<file path="config.mk">
export PLATFORM = sky130hd
export DESIGN_NAME = rsfl_reset_flags
export DESIGN_NICKNAME = d
export VERILOG_FILES = /design/src/rtl/rsfl_pkg.sv /design/src/rtl/rsfl_in_sync.sv /design/src/rtl/rsfl_reset_flags.sv
export SDC_FILE = /design/constraint.sdc
export NUM_CORES = 1
export LEC_CHECK = 0
export ABC_AREA = 1
export BUFFER_PORTS_ARGS = -buffer_cell sky130_fd_sc_hd__buf_2
export CAP_MARGIN = 15
export CORE_ASPECT_RATIO = 1.1
export CORE_MARGIN = 5
export CORE_UTILIZATION = 33
export DETAILED_ROUTE_END_ITERATION = 10
export PLACE_DENSITY = 0.71
export SLEW_MARGIN = 30
export SYNTH_ARGS = -nofsm -noshare
export SYNTH_HDL_FRONTEND = slang
export SYNTH_SLANG_ARGS = --single-unit
</file>
<file path="constraint.sdc">
create_clock -name core_clk -period 2.5 [get_ports core_clk]
set_clock_uncertainty 0.2 [all_clocks]
set_input_delay 0.375 -clock core_clk [delete_from_list [all_inputs] [get_ports core_clk]]
set_output_delay 0.375 -clock core_clk [all_outputs]
set_load 0.005 [all_outputs]
</file>
<file path="src/rtl/rsfl_pkg.sv">
// Constants for the reset source and reset cause flag block.
// Assumes one 100 MHz core clock and word-aligned AHB-Lite register access.
package rsfl_pkg;
    // Register indices; byte address is four times the index
    localparam logic [7:0] IDX_POWER_CONTROL = 8'h87;
    localparam logic [7:0] IDX_RESET_STATUS = 8'h96;
    localparam logic [7:0] IDX_CHIP_CONTROL = 8'h9F;
    localparam logic [7:0] IDX_WATCHDOG_CONTROL = 8'hAA;
    localparam logic [7:0] IDX_POWER_MONITOR = 8'hAC;
    localparam logic [7:0] IDX_IRQ_STATUS = 8'hC0;
    localparam logic [7:0] IDX_IRQ_MASK = 8'hC1;

    // power_control fields
    localparam int SERIAL_BAUD_DOUBLER_BIT = 7;
    localparam int COLD_RESET_FLAG_BIT = 4;
    localparam int GENERAL_FLAG_ONE_BIT = 3;
    localparam int GENERAL_FLAG_ZERO_BIT = 2;
    // reset_status fields
    localparam int BROWNOUT_RESET_CAUSE_FLAG_BIT = 2;
    localparam int SOFT_RESET_CAUSE_FLAG_BIT = 0;
    // watchdog_control fields
    localparam int WATCHDOG_RUN_ENABLE_BIT = 7;
    localparam int WATCHDOG_CLEAR_BIT = 6;
    localparam int WATCHDOG_IN_POWERDOWN_BIT = 4;
    localparam int WATCHDOG_RESET_CAUSE_FLAG_BIT = 3;
    localparam int WATCHDOG_PRESCALE_MSB = 2;
    // power_monitor_register and chip control fields
    localparam int BROWNOUT_RESET_ENABLE_BIT = 4;
    localparam int SOFT_RESET_TRIGGER_BIT = 7;

    // Interrupt status and mask layout
    localparam int IRQ_WIDTH = 5;
    localparam int IRQ_SOFT_BIT = 0;
    localparam int IRQ_PIN_BIT = 1;
    localparam int IRQ_WATCHDOG_BIT = 2;
    localparam int IRQ_BROWNOUT_BIT = 3;
    localparam int IRQ_COLD_BIT = 4;

    // Reset values
    localparam logic BROWNOUT_RESET_ENABLE_RST = 1'b1;
    localparam logic [2:0] WATCHDOG_PRESCALE_RST = 3'h0;
    localparam logic [IRQ_WIDTH-1:0] IRQ_MASK_RST = 5'h00;
    localparam logic [15:0] RESET_VECTOR = 16'h0000;

    // Timing: one machine cycle is twelve core clocks
    localparam int MACHINE_CYCLE_CLKS = 12;
    localparam int WATCHDOG_HOLD_MCYC = 2;
    localparam int SOFT_HOLD_MCYC = 2;
    localparam int CNT_WIDTH = 8;
    localparam logic [CNT_WIDTH-1:0] WATCHDOG_HOLD_CLKS =
        CNT_WIDTH'(WATCHDOG_HOLD_MCYC * MACHINE_CYCLE_CLKS);
    localparam logic [CNT_WIDTH-1:0] SOFT_HOLD_CLKS =
        CNT_WIDTH'(SOFT_HOLD_MCYC * MACHINE_CYCLE_CLKS);
    localparam logic [CNT_WIDTH-1:0] OSC_START_CLKS = 8'h40;
    localparam logic [CNT_WIDTH-1:0] CNT_ONE = 8'h01;

    // Number of pin and detector levels that pass the synchroniser
    localparam int SYNC_WIDTH = 3;
    localparam int SYNC_PIN = 0;
    localparam int SYNC_SUPPLY = 1;
    localparam int SYNC_BROWNOUT = 2;

    typedef enum logic [1:0] {
        ST_POWER_ON,
        ST_OSC_START,
        ST_RUN,
        ST_HOLD
    } rsfl_state_t;
endpackage

</file>
<file path="src/rtl/rsfl_in_sync.sv">
// Three-stage synchroniser with agreement filter for asynchronous levels.
// Assumes inputs come from pins or analog detectors outside core_clk.
`timescale 1ns/1ps
module rsfl_in_sync #(
    parameter int WIDTH = 1
) (
    // Clock and reset
    input wire logic core_clk,
    input wire logic rst,
    // Levels
    input wire logic [WIDTH-1:0] asyncIn,
    output logic [WIDTH-1:0] syncOut
);
    logic [WIDTH-1:0] stage1;
    logic [WIDTH-1:0] stage2;
    logic [WIDTH-1:0] stage3;

    genvar i;
    generate
        for (i = 0; i < WIDTH; i++) begin : g_bit
            // Output follows only once the last two stages agree
            always_ff @(posedge core_clk) begin
                if (rst) begin
                    stage1[i] <= 1'b0;
                    stage2[i] <= 1'b0;
                    stage3[i] <= 1'b0;
                    syncOut[i] <= 1'b0;
                end else begin
                    stage1[i] <= asyncIn[i];
                    stage2[i] <= stage1[i];
                    stage3[i] <= stage2[i];
                    if (stage2[i] == stage3[i]) begin
                        syncOut[i] <= stage3[i];
                    end
                end
            end
        end
    endgenerate
endmodule

</file>
<file path="src/rtl/rsfl_reset_flags.sv">
// Reset source sequencer and reset cause flags, AHB-Lite register slave.
// Assumes rst is the cold power-on reset; watchdog time-out comes from
// core_clk logic; pin and detector levels are asynchronous.
//
// Contract
// Five sources (power-on, pin, software, watchdog, brown-out) drive system reset.
// Any reset returns control bits to reset values; only cause flags differ; irqMask is kept, reset only by rst.
// Cold-reset flag, power_control bit 4, set when power-on reset completes.
// Cold-reset flag unchanged by every non power-on reset.
// Brown-out cause flag, reset_status bit 2, set by hardware on brown-out reset.
// Brown-out flag kept through warm resets; software clears it writing zero.
// Soft cause flag, reset_status bit 0, set on software reset; writable.
// Watchdog cause flag, watchdog_control bit 3, set on watchdog reset.
// Hold power-on reset while supply is below reference; no fetches.
// After power-on, start oscillator, then run from vector 0000H, set flag.
// Brown-out resets the processor only when its enable bit 4 is one.
// External party holds the reset pin high at least two machine cycles.
// Software clears cold flag; later power cycle shows one, warm keeps zero.
// Internal RAM is not initialised on power-on.
// Pin reset is synchronous, lasts while pin high, records no flag; code still sets irqStatus bit 1 on it.
// Watchdog time-out holds system reset for two machine cycles.
// Watchdog cause flag survives warm resets; power-on clears it.
// Writing one to soft trigger resets; hardware clears trigger when done.
// Concurrent sources all flag; power-on wins and clears warm flags.
`timescale 1ns/1ps
module rsfl_reset_flags (
    // Clock and cold reset
    input wire logic core_clk,
    input wire logic rst,
    // AHB-Lite slave
    input wire logic hsel,
    input wire logic [31:0] haddr,
    input wire logic [1:0] htrans,
    input wire logic hwrite,
    input wire logic [2:0] hsize,
    input wire logic [31:0] hwdata,
    input wire logic hready,
    output logic hreadyout,
    output logic hresp,
    output logic [31:0] hrdata,
    // Reset sources
    input wire logic resetPin,
    input wire logic supplyBelowRef,
    input wire logic brownoutDetect,
    input wire logic watchdogTimeout,
    // Towards the processor and watchdog
    output logic sysReset,
    output logic oscEnable,
    output logic [15:0] resetVector,
    output logic watchdogRunEnable,
    output logic watchdogInPowerdown,
    output logic [2:0] watchdogPrescale,
    output logic watchdogClear,
    output logic serialBaudDoubler,
    // Interrupt
    output logic irq
);
    rsfl_pkg::rsfl_state_t state;
    rsfl_pkg::rsfl_state_t next_state;
    logic [rsfl_pkg::CNT_WIDTH-1:0] holdCnt;
    logic [rsfl_pkg::CNT_WIDTH-1:0] next_holdCnt;
    logic [rsfl_pkg::SYNC_WIDTH-1:0] syncLevels;
    logic coldResetFlag;
    logic brownoutResetCauseFlag;
    logic softResetCauseFlag;
    logic watchdogResetCauseFlag;
    logic softResetTrigger;
    logic brownoutResetEnable;
    logic generalFlagOne;
    logic generalFlagZero;
    logic [rsfl_pkg::IRQ_WIDTH-1:0] irqStatus;
    logic [rsfl_pkg::IRQ_WIDTH-1:0] irqMask;
    logic wrPend;
    logic [7:0] wrIdx;

    function automatic logic regHit(input logic [7:0] idx,
                                    input logic [7:0] reg_idx);
        regHit = (idx == reg_idx);
    endfunction

    // Pin and detector levels cross into core_clk
    rsfl_in_sync #(
        .WIDTH(rsfl_pkg::SYNC_WIDTH)
    ) u_sync (
        .core_clk(core_clk),
        .rst(rst),
        .asyncIn({brownoutDetect, supplyBelowRef, resetPin}),
        .syncOut(syncLevels)
    );

    wire pinHigh = syncLevels[rsfl_pkg::SYNC_PIN];
    wire supplyLow = syncLevels[rsfl_pkg::SYNC_SUPPLY];
    wire brownLow = syncLevels[rsfl_pkg::SYNC_BROWNOUT];
    wire active = (state == rsfl_pkg::ST_RUN) ||
                  (state == rsfl_pkg::ST_HOLD);
    wire inPowerOn = (state == rsfl_pkg::ST_POWER_ON) || supplyLow;

    // Source events, seen only while the supply is good
    // Brown-out gated by enable
    wire borEvt = active && !supplyLow && brownLow && brownoutResetEnable;
    // Pin reset taken synchronously
    wire pinEvt = active && !supplyLow && pinHigh;
    wire wdtEvt = active && !supplyLow && watchdogTimeout;
    wire swEvt = (state == rsfl_pkg::ST_RUN) && !supplyLow &&
                 softResetTrigger;
    wire anyEvt = borEvt || pinEvt || wdtEvt || swEvt;
    wire holdDone = (holdCnt <= rsfl_pkg::CNT_ONE) && !pinHigh && !borEvt;
    wire oscDone = (holdCnt <= rsfl_pkg::CNT_ONE);

    // Watchdog hold length
    wire [rsfl_pkg::CNT_WIDTH-1:0] wdtLoad =
        wdtEvt ? rsfl_pkg::WATCHDOG_HOLD_CLKS : rsfl_pkg::CNT_ONE;
    wire [rsfl_pkg::CNT_WIDTH-1:0] swLoad =
        swEvt ? rsfl_pkg::SOFT_HOLD_CLKS : rsfl_pkg::CNT_ONE;
    wire [rsfl_pkg::CNT_WIDTH-1:0] evtLoad =
        (wdtLoad > swLoad) ? wdtLoad : swLoad;
    wire [rsfl_pkg::CNT_WIDTH-1:0] holdDec =
        (holdCnt > rsfl_pkg::CNT_ONE) ? holdCnt - rsfl_pkg::CNT_ONE : holdCnt;

    // Sequencer merging all sources into one system reset
    always_comb begin
        next_state = state;
        next_holdCnt = holdDec;
        case (state)
            rsfl_pkg::ST_POWER_ON: begin
                next_holdCnt = rsfl_pkg::OSC_START_CLKS;
                // Held while supply low
                if (!supplyLow) begin
                    next_state = rsfl_pkg::ST_OSC_START;
                end
            end
            rsfl_pkg::ST_OSC_START: begin
                // Oscillator first, then run
                if (oscDone) begin
                    next_state = rsfl_pkg::ST_RUN;
                end
            end
            rsfl_pkg::ST_RUN: begin
                if (anyEvt) begin
                    next_state = rsfl_pkg::ST_HOLD;
                    next_holdCnt = evtLoad;
                end
            end
            rsfl_pkg::ST_HOLD: begin
                if (wdtEvt && holdDec < evtLoad) begin
                    next_holdCnt = evtLoad;
                end else if (holdDone) begin
                    next_state = rsfl_pkg::ST_RUN;
                end
            end
            default: begin
                next_state = rsfl_pkg::ST_POWER_ON;
            end
        endcase
        // Power-on overrides every other source
        if (supplyLow) begin
            next_state = rsfl_pkg::ST_POWER_ON;
        end
    end

    wire leavingReset = (next_state == rsfl_pkg::ST_RUN) &&
                        (state != rsfl_pkg::ST_RUN);
    wire coldDone = (state == rsfl_pkg::ST_OSC_START) && leavingReset;

    always_ff @(posedge core_clk) begin
        if (rst) begin
            state <= rsfl_pkg::ST_POWER_ON;
            holdCnt <= rsfl_pkg::OSC_START_CLKS;
        end else begin
            state <= next_state;
            holdCnt <= next_holdCnt;
        end
    end

    // System reset and oscillator straight from flops
    always_ff @(posedge core_clk) begin
        if (rst) begin
            sysReset <= 1'b1;
            oscEnable <= 1'b0;
            resetVector <= rsfl_pkg::RESET_VECTOR;
        end else begin
            sysReset <= (next_state != rsfl_pkg::ST_RUN);
            oscEnable <= (next_state != rsfl_pkg::ST_POWER_ON);
            resetVector <= rsfl_pkg::RESET_VECTOR;
        end
    end

    // AHB-Lite: address phase latched, zero wait states
    wire take = hsel && htrans[1] && hready;
    wire [7:0] addrIdx = haddr[9:2];
    wire addrOk = (haddr[31:10] == 22'h000000) && (haddr[1:0] == 2'h0);
    wire rdTake = take && !hwrite && addrOk;
    wire [7:0] wrData = hwdata[7:0];
    wire wrGo = wrPend && !sysReset;
    wire wrPc = wrGo && regHit(wrIdx, rsfl_pkg::IDX_POWER_CONTROL);
    wire wrRs = wrGo && regHit(wrIdx, rsfl_pkg::IDX_RESET_STATUS);
    wire wrCc = wrGo && regHit(wrIdx, rsfl_pkg::IDX_CHIP_CONTROL);
    wire wrWd = wrGo && regHit(wrIdx, rsfl_pkg::IDX_WATCHDOG_CONTROL);
    wire wrPm = wrGo && regHit(wrIdx, rsfl_pkg::IDX_POWER_MONITOR);
    wire wrIm = wrPend && regHit(wrIdx, rsfl_pkg::IDX_IRQ_MASK);
    wire rdIrqClr = rdTake && regHit(addrIdx, rsfl_pkg::IDX_IRQ_STATUS);

    wire [7:0] pcRead = {serialBaudDoubler, 2'h0, coldResetFlag,
                         generalFlagOne, generalFlagZero, 2'h0};
    wire [7:0] rsRead = {5'h00, brownoutResetCauseFlag, 1'b0,
                         softResetCauseFlag};
    wire [7:0] ccRead = {softResetTrigger, 7'h00};
    wire [7:0] wdRead = {watchdogRunEnable, 1'b0, 1'b0, watchdogInPowerdown,
                         watchdogResetCauseFlag, watchdogPrescale};
    wire [7:0] pmRead = {3'h0, brownoutResetEnable, 4'h0};
    logic [7:0] rdByte;

    always_comb begin
        if (!addrOk) begin
            rdByte = 8'h00;
        end else if (regHit(addrIdx, rsfl_pkg::IDX_POWER_CONTROL)) begin
            rdByte = pcRead;
        end else if (regHit(addrIdx, rsfl_pkg::IDX_RESET_STATUS)) begin
            rdByte = rsRead;
        end else if (regHit(addrIdx, rsfl_pkg::IDX_CHIP_CONTROL)) begin
            rdByte = ccRead;
        end else if (regHit(addrIdx, rsfl_pkg::IDX_WATCHDOG_CONTROL)) begin
            rdByte = wdRead;
        end else if (regHit(addrIdx, rsfl_pkg::IDX_POWER_MONITOR)) begin
            rdByte = pmRead;
        end else if (regHit(addrIdx, rsfl_pkg::IDX_IRQ_STATUS)) begin
            rdByte = {3'h0, irqStatus};
        end else if (regHit(addrIdx, rsfl_pkg::IDX_IRQ_MASK)) begin
            rdByte = {3'h0, irqMask};
        end else begin
            rdByte = 8'h00;
        end
    end

    always_ff @(posedge core_clk) begin
        if (rst) begin
            hreadyout <= 1'b0;
            hresp <= 1'b0;
            hrdata <= 32'h00000000;
            wrPend <= 1'b0;
            wrIdx <= 8'h00;
        end else begin
            hreadyout <= 1'b1;
            hresp <= 1'b0;
            wrPend <= take && hwrite && addrOk;
            if (take) begin
                wrIdx <= addrIdx;
            end
            if (rdTake) begin
                hrdata <= {24'h000000, rdByte};
            end
        end
    end

    // Control bits return to reset values on every system reset
    always_ff @(posedge core_clk) begin
        if (rst || sysReset) begin
            serialBaudDoubler <= 1'b0;
            generalFlagOne <= 1'b0;
            generalFlagZero <= 1'b0;
            watchdogRunEnable <= 1'b0;
            watchdogInPowerdown <= 1'b0;
            watchdogPrescale <= rsfl_pkg::WATCHDOG_PRESCALE_RST;
            brownoutResetEnable <= rsfl_pkg::BROWNOUT_RESET_ENABLE_RST;
            watchdogClear <= 1'b0;
        end else begin
            watchdogClear <= wrWd && wrData[rsfl_pkg::WATCHDOG_CLEAR_BIT];
            if (wrPc) begin
                serialBaudDoubler <= wrData[rsfl_pkg::SERIAL_BAUD_DOUBLER_BIT];
                generalFlagOne <= wrData[rsfl_pkg::GENERAL_FLAG_ONE_BIT];
                generalFlagZero <= wrData[rsfl_pkg::GENERAL_FLAG_ZERO_BIT];
            end
            if (wrWd) begin
                watchdogRunEnable <= wrData[rsfl_pkg::WATCHDOG_RUN_ENABLE_BIT];
                watchdogInPowerdown <=
                    wrData[rsfl_pkg::WATCHDOG_IN_POWERDOWN_BIT];
                watchdogPrescale <= wrData[rsfl_pkg::WATCHDOG_PRESCALE_MSB:0];
            end
            if (wrPm) begin
                brownoutResetEnable <=
                    wrData[rsfl_pkg::BROWNOUT_RESET_ENABLE_BIT];
            end
        end
    end

    // Trigger stays until its reset finishes
    always_ff @(posedge core_clk) begin
        if (rst || inPowerOn) begin
            softResetTrigger <= 1'b0;
        end else if (softResetTrigger && leavingReset) begin
            softResetTrigger <= 1'b0;
        end else if (wrCc && wrData[rsfl_pkg::SOFT_RESET_TRIGGER_BIT]) begin
            softResetTrigger <= 1'b1;
        end
    end

    // Cause flags: hardware set wins over a software write
    always_ff @(posedge core_clk) begin
        if (rst || inPowerOn) begin
            // Power-on clears the warm flags
            brownoutResetCauseFlag <= 1'b0;
            softResetCauseFlag <= 1'b0;
            watchdogResetCauseFlag <= 1'b0;
        end else begin
            // Brown-out flag set, cleared by write
            if (borEvt) begin
                brownoutResetCauseFlag <= 1'b1;
            end else if (wrRs) begin
                brownoutResetCauseFlag <=
                    wrData[rsfl_pkg::BROWNOUT_RESET_CAUSE_FLAG_BIT];
            end
            // Soft flag set on software reset
            if (swEvt) begin
                softResetCauseFlag <= 1'b1;
            end else if (wrRs) begin
                softResetCauseFlag <=
                    wrData[rsfl_pkg::SOFT_RESET_CAUSE_FLAG_BIT];
            end
            // Watchdog flag set on time-out
            if (wdtEvt) begin
                watchdogResetCauseFlag <= 1'b1;
            end else if (wrWd) begin
                watchdogResetCauseFlag <=
                    wrData[rsfl_pkg::WATCHDOG_RESET_CAUSE_FLAG_BIT];
            end
        end
    end

    // Cold flag set on power-on completion; warm resets keep it
    always_ff @(posedge core_clk) begin
        if (rst) begin
            coldResetFlag <= 1'b0;
        end else if (coldDone) begin
            coldResetFlag <= 1'b1;
        end else if (wrPc) begin
            // Software may clear it
            coldResetFlag <= wrData[rsfl_pkg::COLD_RESET_FLAG_BIT];
        end
    end

    // Interrupt status: set per event, cleared by reading, set wins
    logic [rsfl_pkg::IRQ_WIDTH-1:0] irqSet;
    always_comb begin
        irqSet = '0;
        irqSet[rsfl_pkg::IRQ_SOFT_BIT] = swEvt;
        irqSet[rsfl_pkg::IRQ_PIN_BIT] = pinEvt;
        irqSet[rsfl_pkg::IRQ_WATCHDOG_BIT] = wdtEvt;
        irqSet[rsfl_pkg::IRQ_BROWNOUT_BIT] = borEvt;
        irqSet[rsfl_pkg::IRQ_COLD_BIT] = coldDone;
    end

    wire [rsfl_pkg::IRQ_WIDTH-1:0] next_irqStatus =
        irqSet | (rdIrqClr ? '0 : irqStatus);

    always_ff @(posedge core_clk) begin
        if (rst) begin
            irqStatus <= '0;
            irqMask <= rsfl_pkg::IRQ_MASK_RST;
            irq <= 1'b0;
        end else begin
            irqStatus <= next_irqStatus;
            if (wrIm) begin
                irqMask <= wrData[rsfl_pkg::IRQ_WIDTH-1:0];
            end
            irq <= |(next_irqStatus & (wrIm ?
                wrData[rsfl_pkg::IRQ_WIDTH-1:0] : irqMask));
        end
    end

    // No memory here is cleared on power-on; RAM stays untouched
endmodule

</file>
## Word-level counts from Yosys, hierarchy flattened

Cells that the tools add are included.

- Bits in registers: 68
- Input port bits: 78
- Output and inout bits: 60
- Logic and storage cells: 149

- Add/sub/neg operators: 1
- $lt $le $gt $ge: 4
- Equality and inequality tests: 22
- Mux-type cells: 32
- Bitwise operators: 2
- Reductions and logical operators: 52

Operators by type and width:

| operator | count |
|---|---|
| $eq 8x8->1 const B | 13 |
| $mux 8 | 8 |
| $mux 5 | 8 |
| $logic_and 1x1->1 | 30 |
| $pmux 8 s3 | 1 |
| $logic_not 22->1 | 1 |
| $mux 2 | 5 |
| $reduce_bool 2->1 | 5 |
| $mux 1 | 9 |
| $gt 8x1->1 const B | 1 |
| $le 8x1->1 const B | 1 |
| $lt 8x5->1 | 1 |
| $pmux 2 s4 | 1 |
| $sub 8x1->8 const B | 1 |
| $logic_or 1x1->1 | 7 |
| $eq 2x2->1 const B | 3 |
| $and 5x5->5 | 1 |
| $gt 5x5->1 | 1 |
| $logic_not 1->1 | 5 |
| $or 5x5->5 | 1 |
| $reduce_or 5->1 | 1 |
| $logic_not 2->1 | 2 |
| $ne 2x2->1 const B | 2 |
| $eq 1x1->1 | 3 |
| 2 further kinds | 2 |

## Longest topological paths before layout

- Word-level depth: 18
- Mapped depth: 18
- Depth with buffers taken out: 18

## By module

From an unflattened synthesis, not the netlist that was laid out.

- Cells, all modules: 511
- Area total of the unflattened synthesis: 3525.9 µm²

Modules (own cells, without submodules):

| module | times used | cells an instance | area each (µm²) | seq. area each (µm²) |
|---|---|---|---|---|
| rsfl_reset_flags | 1 | 470 | 3138.0 | 1081.0 |
| rsfl_in_sync | 1 | 41 | 387.9 | 240.2 |

## Worst setup path before layout

OpenSTA, ideal clock, no wires.

- Kind: flip-flop to flip-flop
- From: register holdCnt[0] in the netlist's numbering
- To: register holdCnt[7] in the netlist's numbering
- Library setup time: 0.115 ns
- Arrival time: 2.039 ns
- Required time: 2.185 ns
- Path slack: 0.145 ns
- Cell stages (with the launch flop): 17
- Path buffers: 0
- Period minus slack after synthesis: 2.355 ns
- Path through: dfxtp_1 inv_1 ha_1 nor2_1 nor2_4 nand2_4 nand3_1 inv_1 ha_1 and2_1 nand2_1 nand2_1 nand2_2 nand2_2 nand2_2 nand2_2 and3_1

- Word-level cells in the longest chain between the ends: 6
- Elaborated cells on any way between the ends: 8
- Classes of those cells: add/sub (1); order compare (2); mux (4); reduce/logical (1)

RTL lines:

| what | RTL line | RTL |
|---|---|---|
| start: declaration | rsfl_reset_flags.sv:60 | `logic [rsfl_pkg::CNT_WIDTH-1:0] holdCnt;` |
| start signal: assignment | rsfl_reset_flags.sv:168 | `holdCnt <= rsfl_pkg::OSC_START_CLKS;` |
| start signal: assignment | rsfl_reset_flags.sv:171 | `holdCnt <= next_holdCnt;` |
| $sub 8x1->8 or $gt 8x1->1 (tied branches) | rsfl_reset_flags.sv:118 | `(holdCnt > rsfl_pkg::CNT_ONE) ? holdCnt - rsfl_pkg::CNT_ONE : holdCnt;` |
| $mux 8 (*) | rsfl_reset_flags.sv:118 |  |
| $lt 8x5->1 | rsfl_reset_flags.sv:145 | `if (wdtEvt && holdDec < evtLoad) begin` |
| $logic_and 1x1->1 | rsfl_reset_flags.sv:145 |  |
| $mux 8 | rsfl_reset_flags.sv:145 |  |
| $pmux 8 s3 (*) | rsfl_reset_flags.sv:124 | `case (state)` |

Mark *: on every way between the ends. The rest lies on a longest branch, timed or not.
A chain may end at the register's enable or synchronous reset.

## Worst setup path after layout

- From: register holdCnt[0] in the netlist's numbering
- To: register holdCnt[6] in the netlist's numbering

Same word-level chain as after synthesis.

==> results_dict.tcl <==
set metrics [dict create \
    synth_area_sq_um 3603 \
    finalCritPeriodShare_pct 91.93 \
    hp-class "in2reg" \
    slew_headroom_pct 62.22 \
    nets 673 \
    worstMarginPinSlew_ns 0.5615 \
    dp.cells 726 \
    clock.fmax_ghz 0.4351 \
    p_total_mw 3.040 \
    final_cells 744 \
    worst_slack_ns 0.2017 \
    drtIter0Drc 166 \
    numCtsBuffers 9 \
    clock_latency_ns 0.33 \
    period_minus_slack_ns 2.298 \
    die_height_microns 119.6 \
    finalHoldViolations 0 \
    ios 138 \
    gp_congestion 0.8604 \
    dp_slack_ns 0.06049 \
    yosys.area.top_type "dfxtp_1" \
    core-area_sq_um 10810 \
    ant_nets 0 \
    cp_cell_sequence "inv_1 > ha_2 > nor2_2 > nor2_4 > nand2_4 > nand3_2 > inv_1 > ha_1 > and2_1 > nand2_1 > nand2_1 > nand2_2 > nand2_2 > nand2_2 > nand2_2 > nand4_1 > nand3_1" \
    dieArea_sq_um 13110 \
    yosysUniqueCellTypes 44 \
    overflow 0 \
    status "completed" \
    setup.worst_path.start_class "flop" \
    power_density_nw_per_um2 692.7 \
    post-route-drc-count 0 \
    slowest_stage "dfxtp_2" \
    syn_avg_cell_area_sq_um 7.079 \
    drtPass1Iterations 4 \
    grt_max_degree 28 \
    synth_area_leaders "dfxtp_1 37%, nand2_1 9.4%, buf_4 9.2%" \
    die_x_microns 109.6 \
    syn2layout_area_growth_pct 21.81 \
    diodes 0 \
    worstPathArrival_ns 2.29 \
    wl_per_cell_microns 11.78 \
    hold_buffers 0 \
    endpoint_kind "flop" \
    worst_ep_required_time_ns 2.50 \
    hpwlAfterDp_microns 6706 \
    cp_slowest_stage_delay_ns 0.35 \
    grt_pass1_vias 3120 \
    cp_common_cell "nand2_2" \
    peakVddDrop_uv 429.4 \
    vias 3297 \
    setup_tns_ns 0 \
    final_max_slew_viol_count 0 \
    vias_per_cell 4.431 \
    cts_buffer_depth 2 \
    fillCellCount 1103 \
    seq_area_frac_synth_pct 36.67 \
    cp_max_fo 4 \
    grt_first_pass_wirelength_microns 14240 \
    multi_input_area_sq_um 1810 \
    ys_ff_latch 66 \
    syn_inst 509 \
    cts_root_buffer "clkbuf_16" \
    setup_viol 0 \
    antenna_found_initial 0 \
    cts_tree "done" \
    htreeDepth 3 \
    drive_above_1_share_pct 23.62 \
    ys_warn_count 0 \
    dpl_cell_area_sq_um 4010 \
    synth_top_area_share_pct 36.67 \
    seq_area_sq_um 1324 \
    grt.total_usage_pct 13.59 \
    initial_core_util_pct 33.33 \
    placementRows 40 \
    power.leakage_nw 2.025 \
    port_buffers 65 \
    clk_pin_slew_ns 0.06 \
    drv_cap 0 \
    drt_wl_total_microns 8764 \
    criticalPathCategory "reg2reg" \
    fin_area_sq_um 4389 \
    clock-sinks 66 \
]
[per-layer routing]
layer	routed length (microns)	global-route usage, %
met5	0	0
met3	433	3.281
met4	198	5.144
met2	4266	23.02
met1	3866	16.43
[flip-flops by register name, indices dropped and copies added (netlist names), 2 cells and up]
signal,count
irqMask,5
irqStatus,5
hrdata,6
u_sync.stage1,3
u_sync.syncOut,3
holdCnt,8
u_sync.stage3,3
u_sync.stage2,3
watchdogPrescale,3
state,2
wrIdx,8
[cell families after synthesis]
family                   after synthesis  share of synthesized area, %
other                                  1                        0.1041
adder cells (fa/ha/maj)                3                         1.042
multiplexers                           1                        0.2778
flip-flops                            66                         36.67
AND/OR/NAND/NOR                      227                         31.11
AO/OA/AOI/OAI                         84                         12.81
buffers and inverters                127                         17.99
[final timing paths]
| path | slack, ns | from | depth (start not counted) | endpoint |
|---|---|---|---|---|
| hold / removal | 0.04 | brownoutDetect | 3 | u_sync.stage1[2] |
| setup / recovery | 0.20 | holdCnt[0] | 17 | holdCnt[6] |
| hold reg to reg | 0.20 | u_sync.stage1[1] | 2 | u_sync.stage2[1] |
| setup reg to reg | 0.20 | holdCnt[0] | 17 | holdCnt[6] |
[power breakdown]
part / internal [mW] / switching, mW / leakage, nW
clock network: 0.977 / 0.469 / 0.159
registers: 1.09 / 0.0244 / 0.538
logic: 0.186 / 0.292 / 1.33
[placed cells by master, fill, tap and decap left out, types with 3 or more instances in the layout]
cell type,instances
nor4_1,4
buf_2,65
inv_1,63
clkbuf_16,9
bufinv_16,3
o21ai_0,29
nand2_2,8
inv_2,11
conb_1,43
nand3_2,3
dfxtp_1,64
o21ai_1,3
nor3_1,12
nand3_1,19
nand2_1,90
nor2_1,61
a211oi_1,6
a21oi_1,36
nand4_1,7
buf_4,14
nor2_4,4
nor2_2,3
[cell usage after synthesis (all sizes together)]
cell,number
o21ai,33
o22ai,1
clkbuf,4
and2,1
dfxtp,66
clkinv,2
a21oi,36
or2,2
conb,1
a31o,1
mux2i,1
o21bai,1
a22oi,1
nand4,8
a211oi,6
a41oi,2
buf,45
nand2,100
nand3,24
nor3,15
inv,76
nor4,7
nand3b,1
and3,1
nor2,68
a21o,1
a31oi,2
ha,3
[area by class of cell]
type	count	share of cell area, %
clock buffer	10	5.217
clock inverter	6	2.594
inverter	78	6.785
multi-input combinational	358	41.25
sequential	66	30.16
tap	147	4.190
timing repair buffer	79	9.806
[metrics by stage]
step	utilization [%]	hold slack (ns)
floorplan	-	0.1883
global placement	37.09	0.1909
detailed placement	37.09	0.1978
CTS	40.27	0.04491
global route	40.60	0.06201
finish	40.60	0.04440
[repair_timing]
action / CTS / global route
buffers inserted: 0 / 2
resized for setup: 0 / 6
setup endpoints to repair: 0 / 11
[critical path, delay by kind of cell (launching register included)]
| kind | cells | cell delay, ns |
|---|---|---|
| simple gates | 13 | 1.07 |
| fa+ha+maj | 2 | 0.42 |
| flops | 1 | 0.35 |
| buf+inv | 2 | 0.12 |
(Power assumes the default switching activity.)
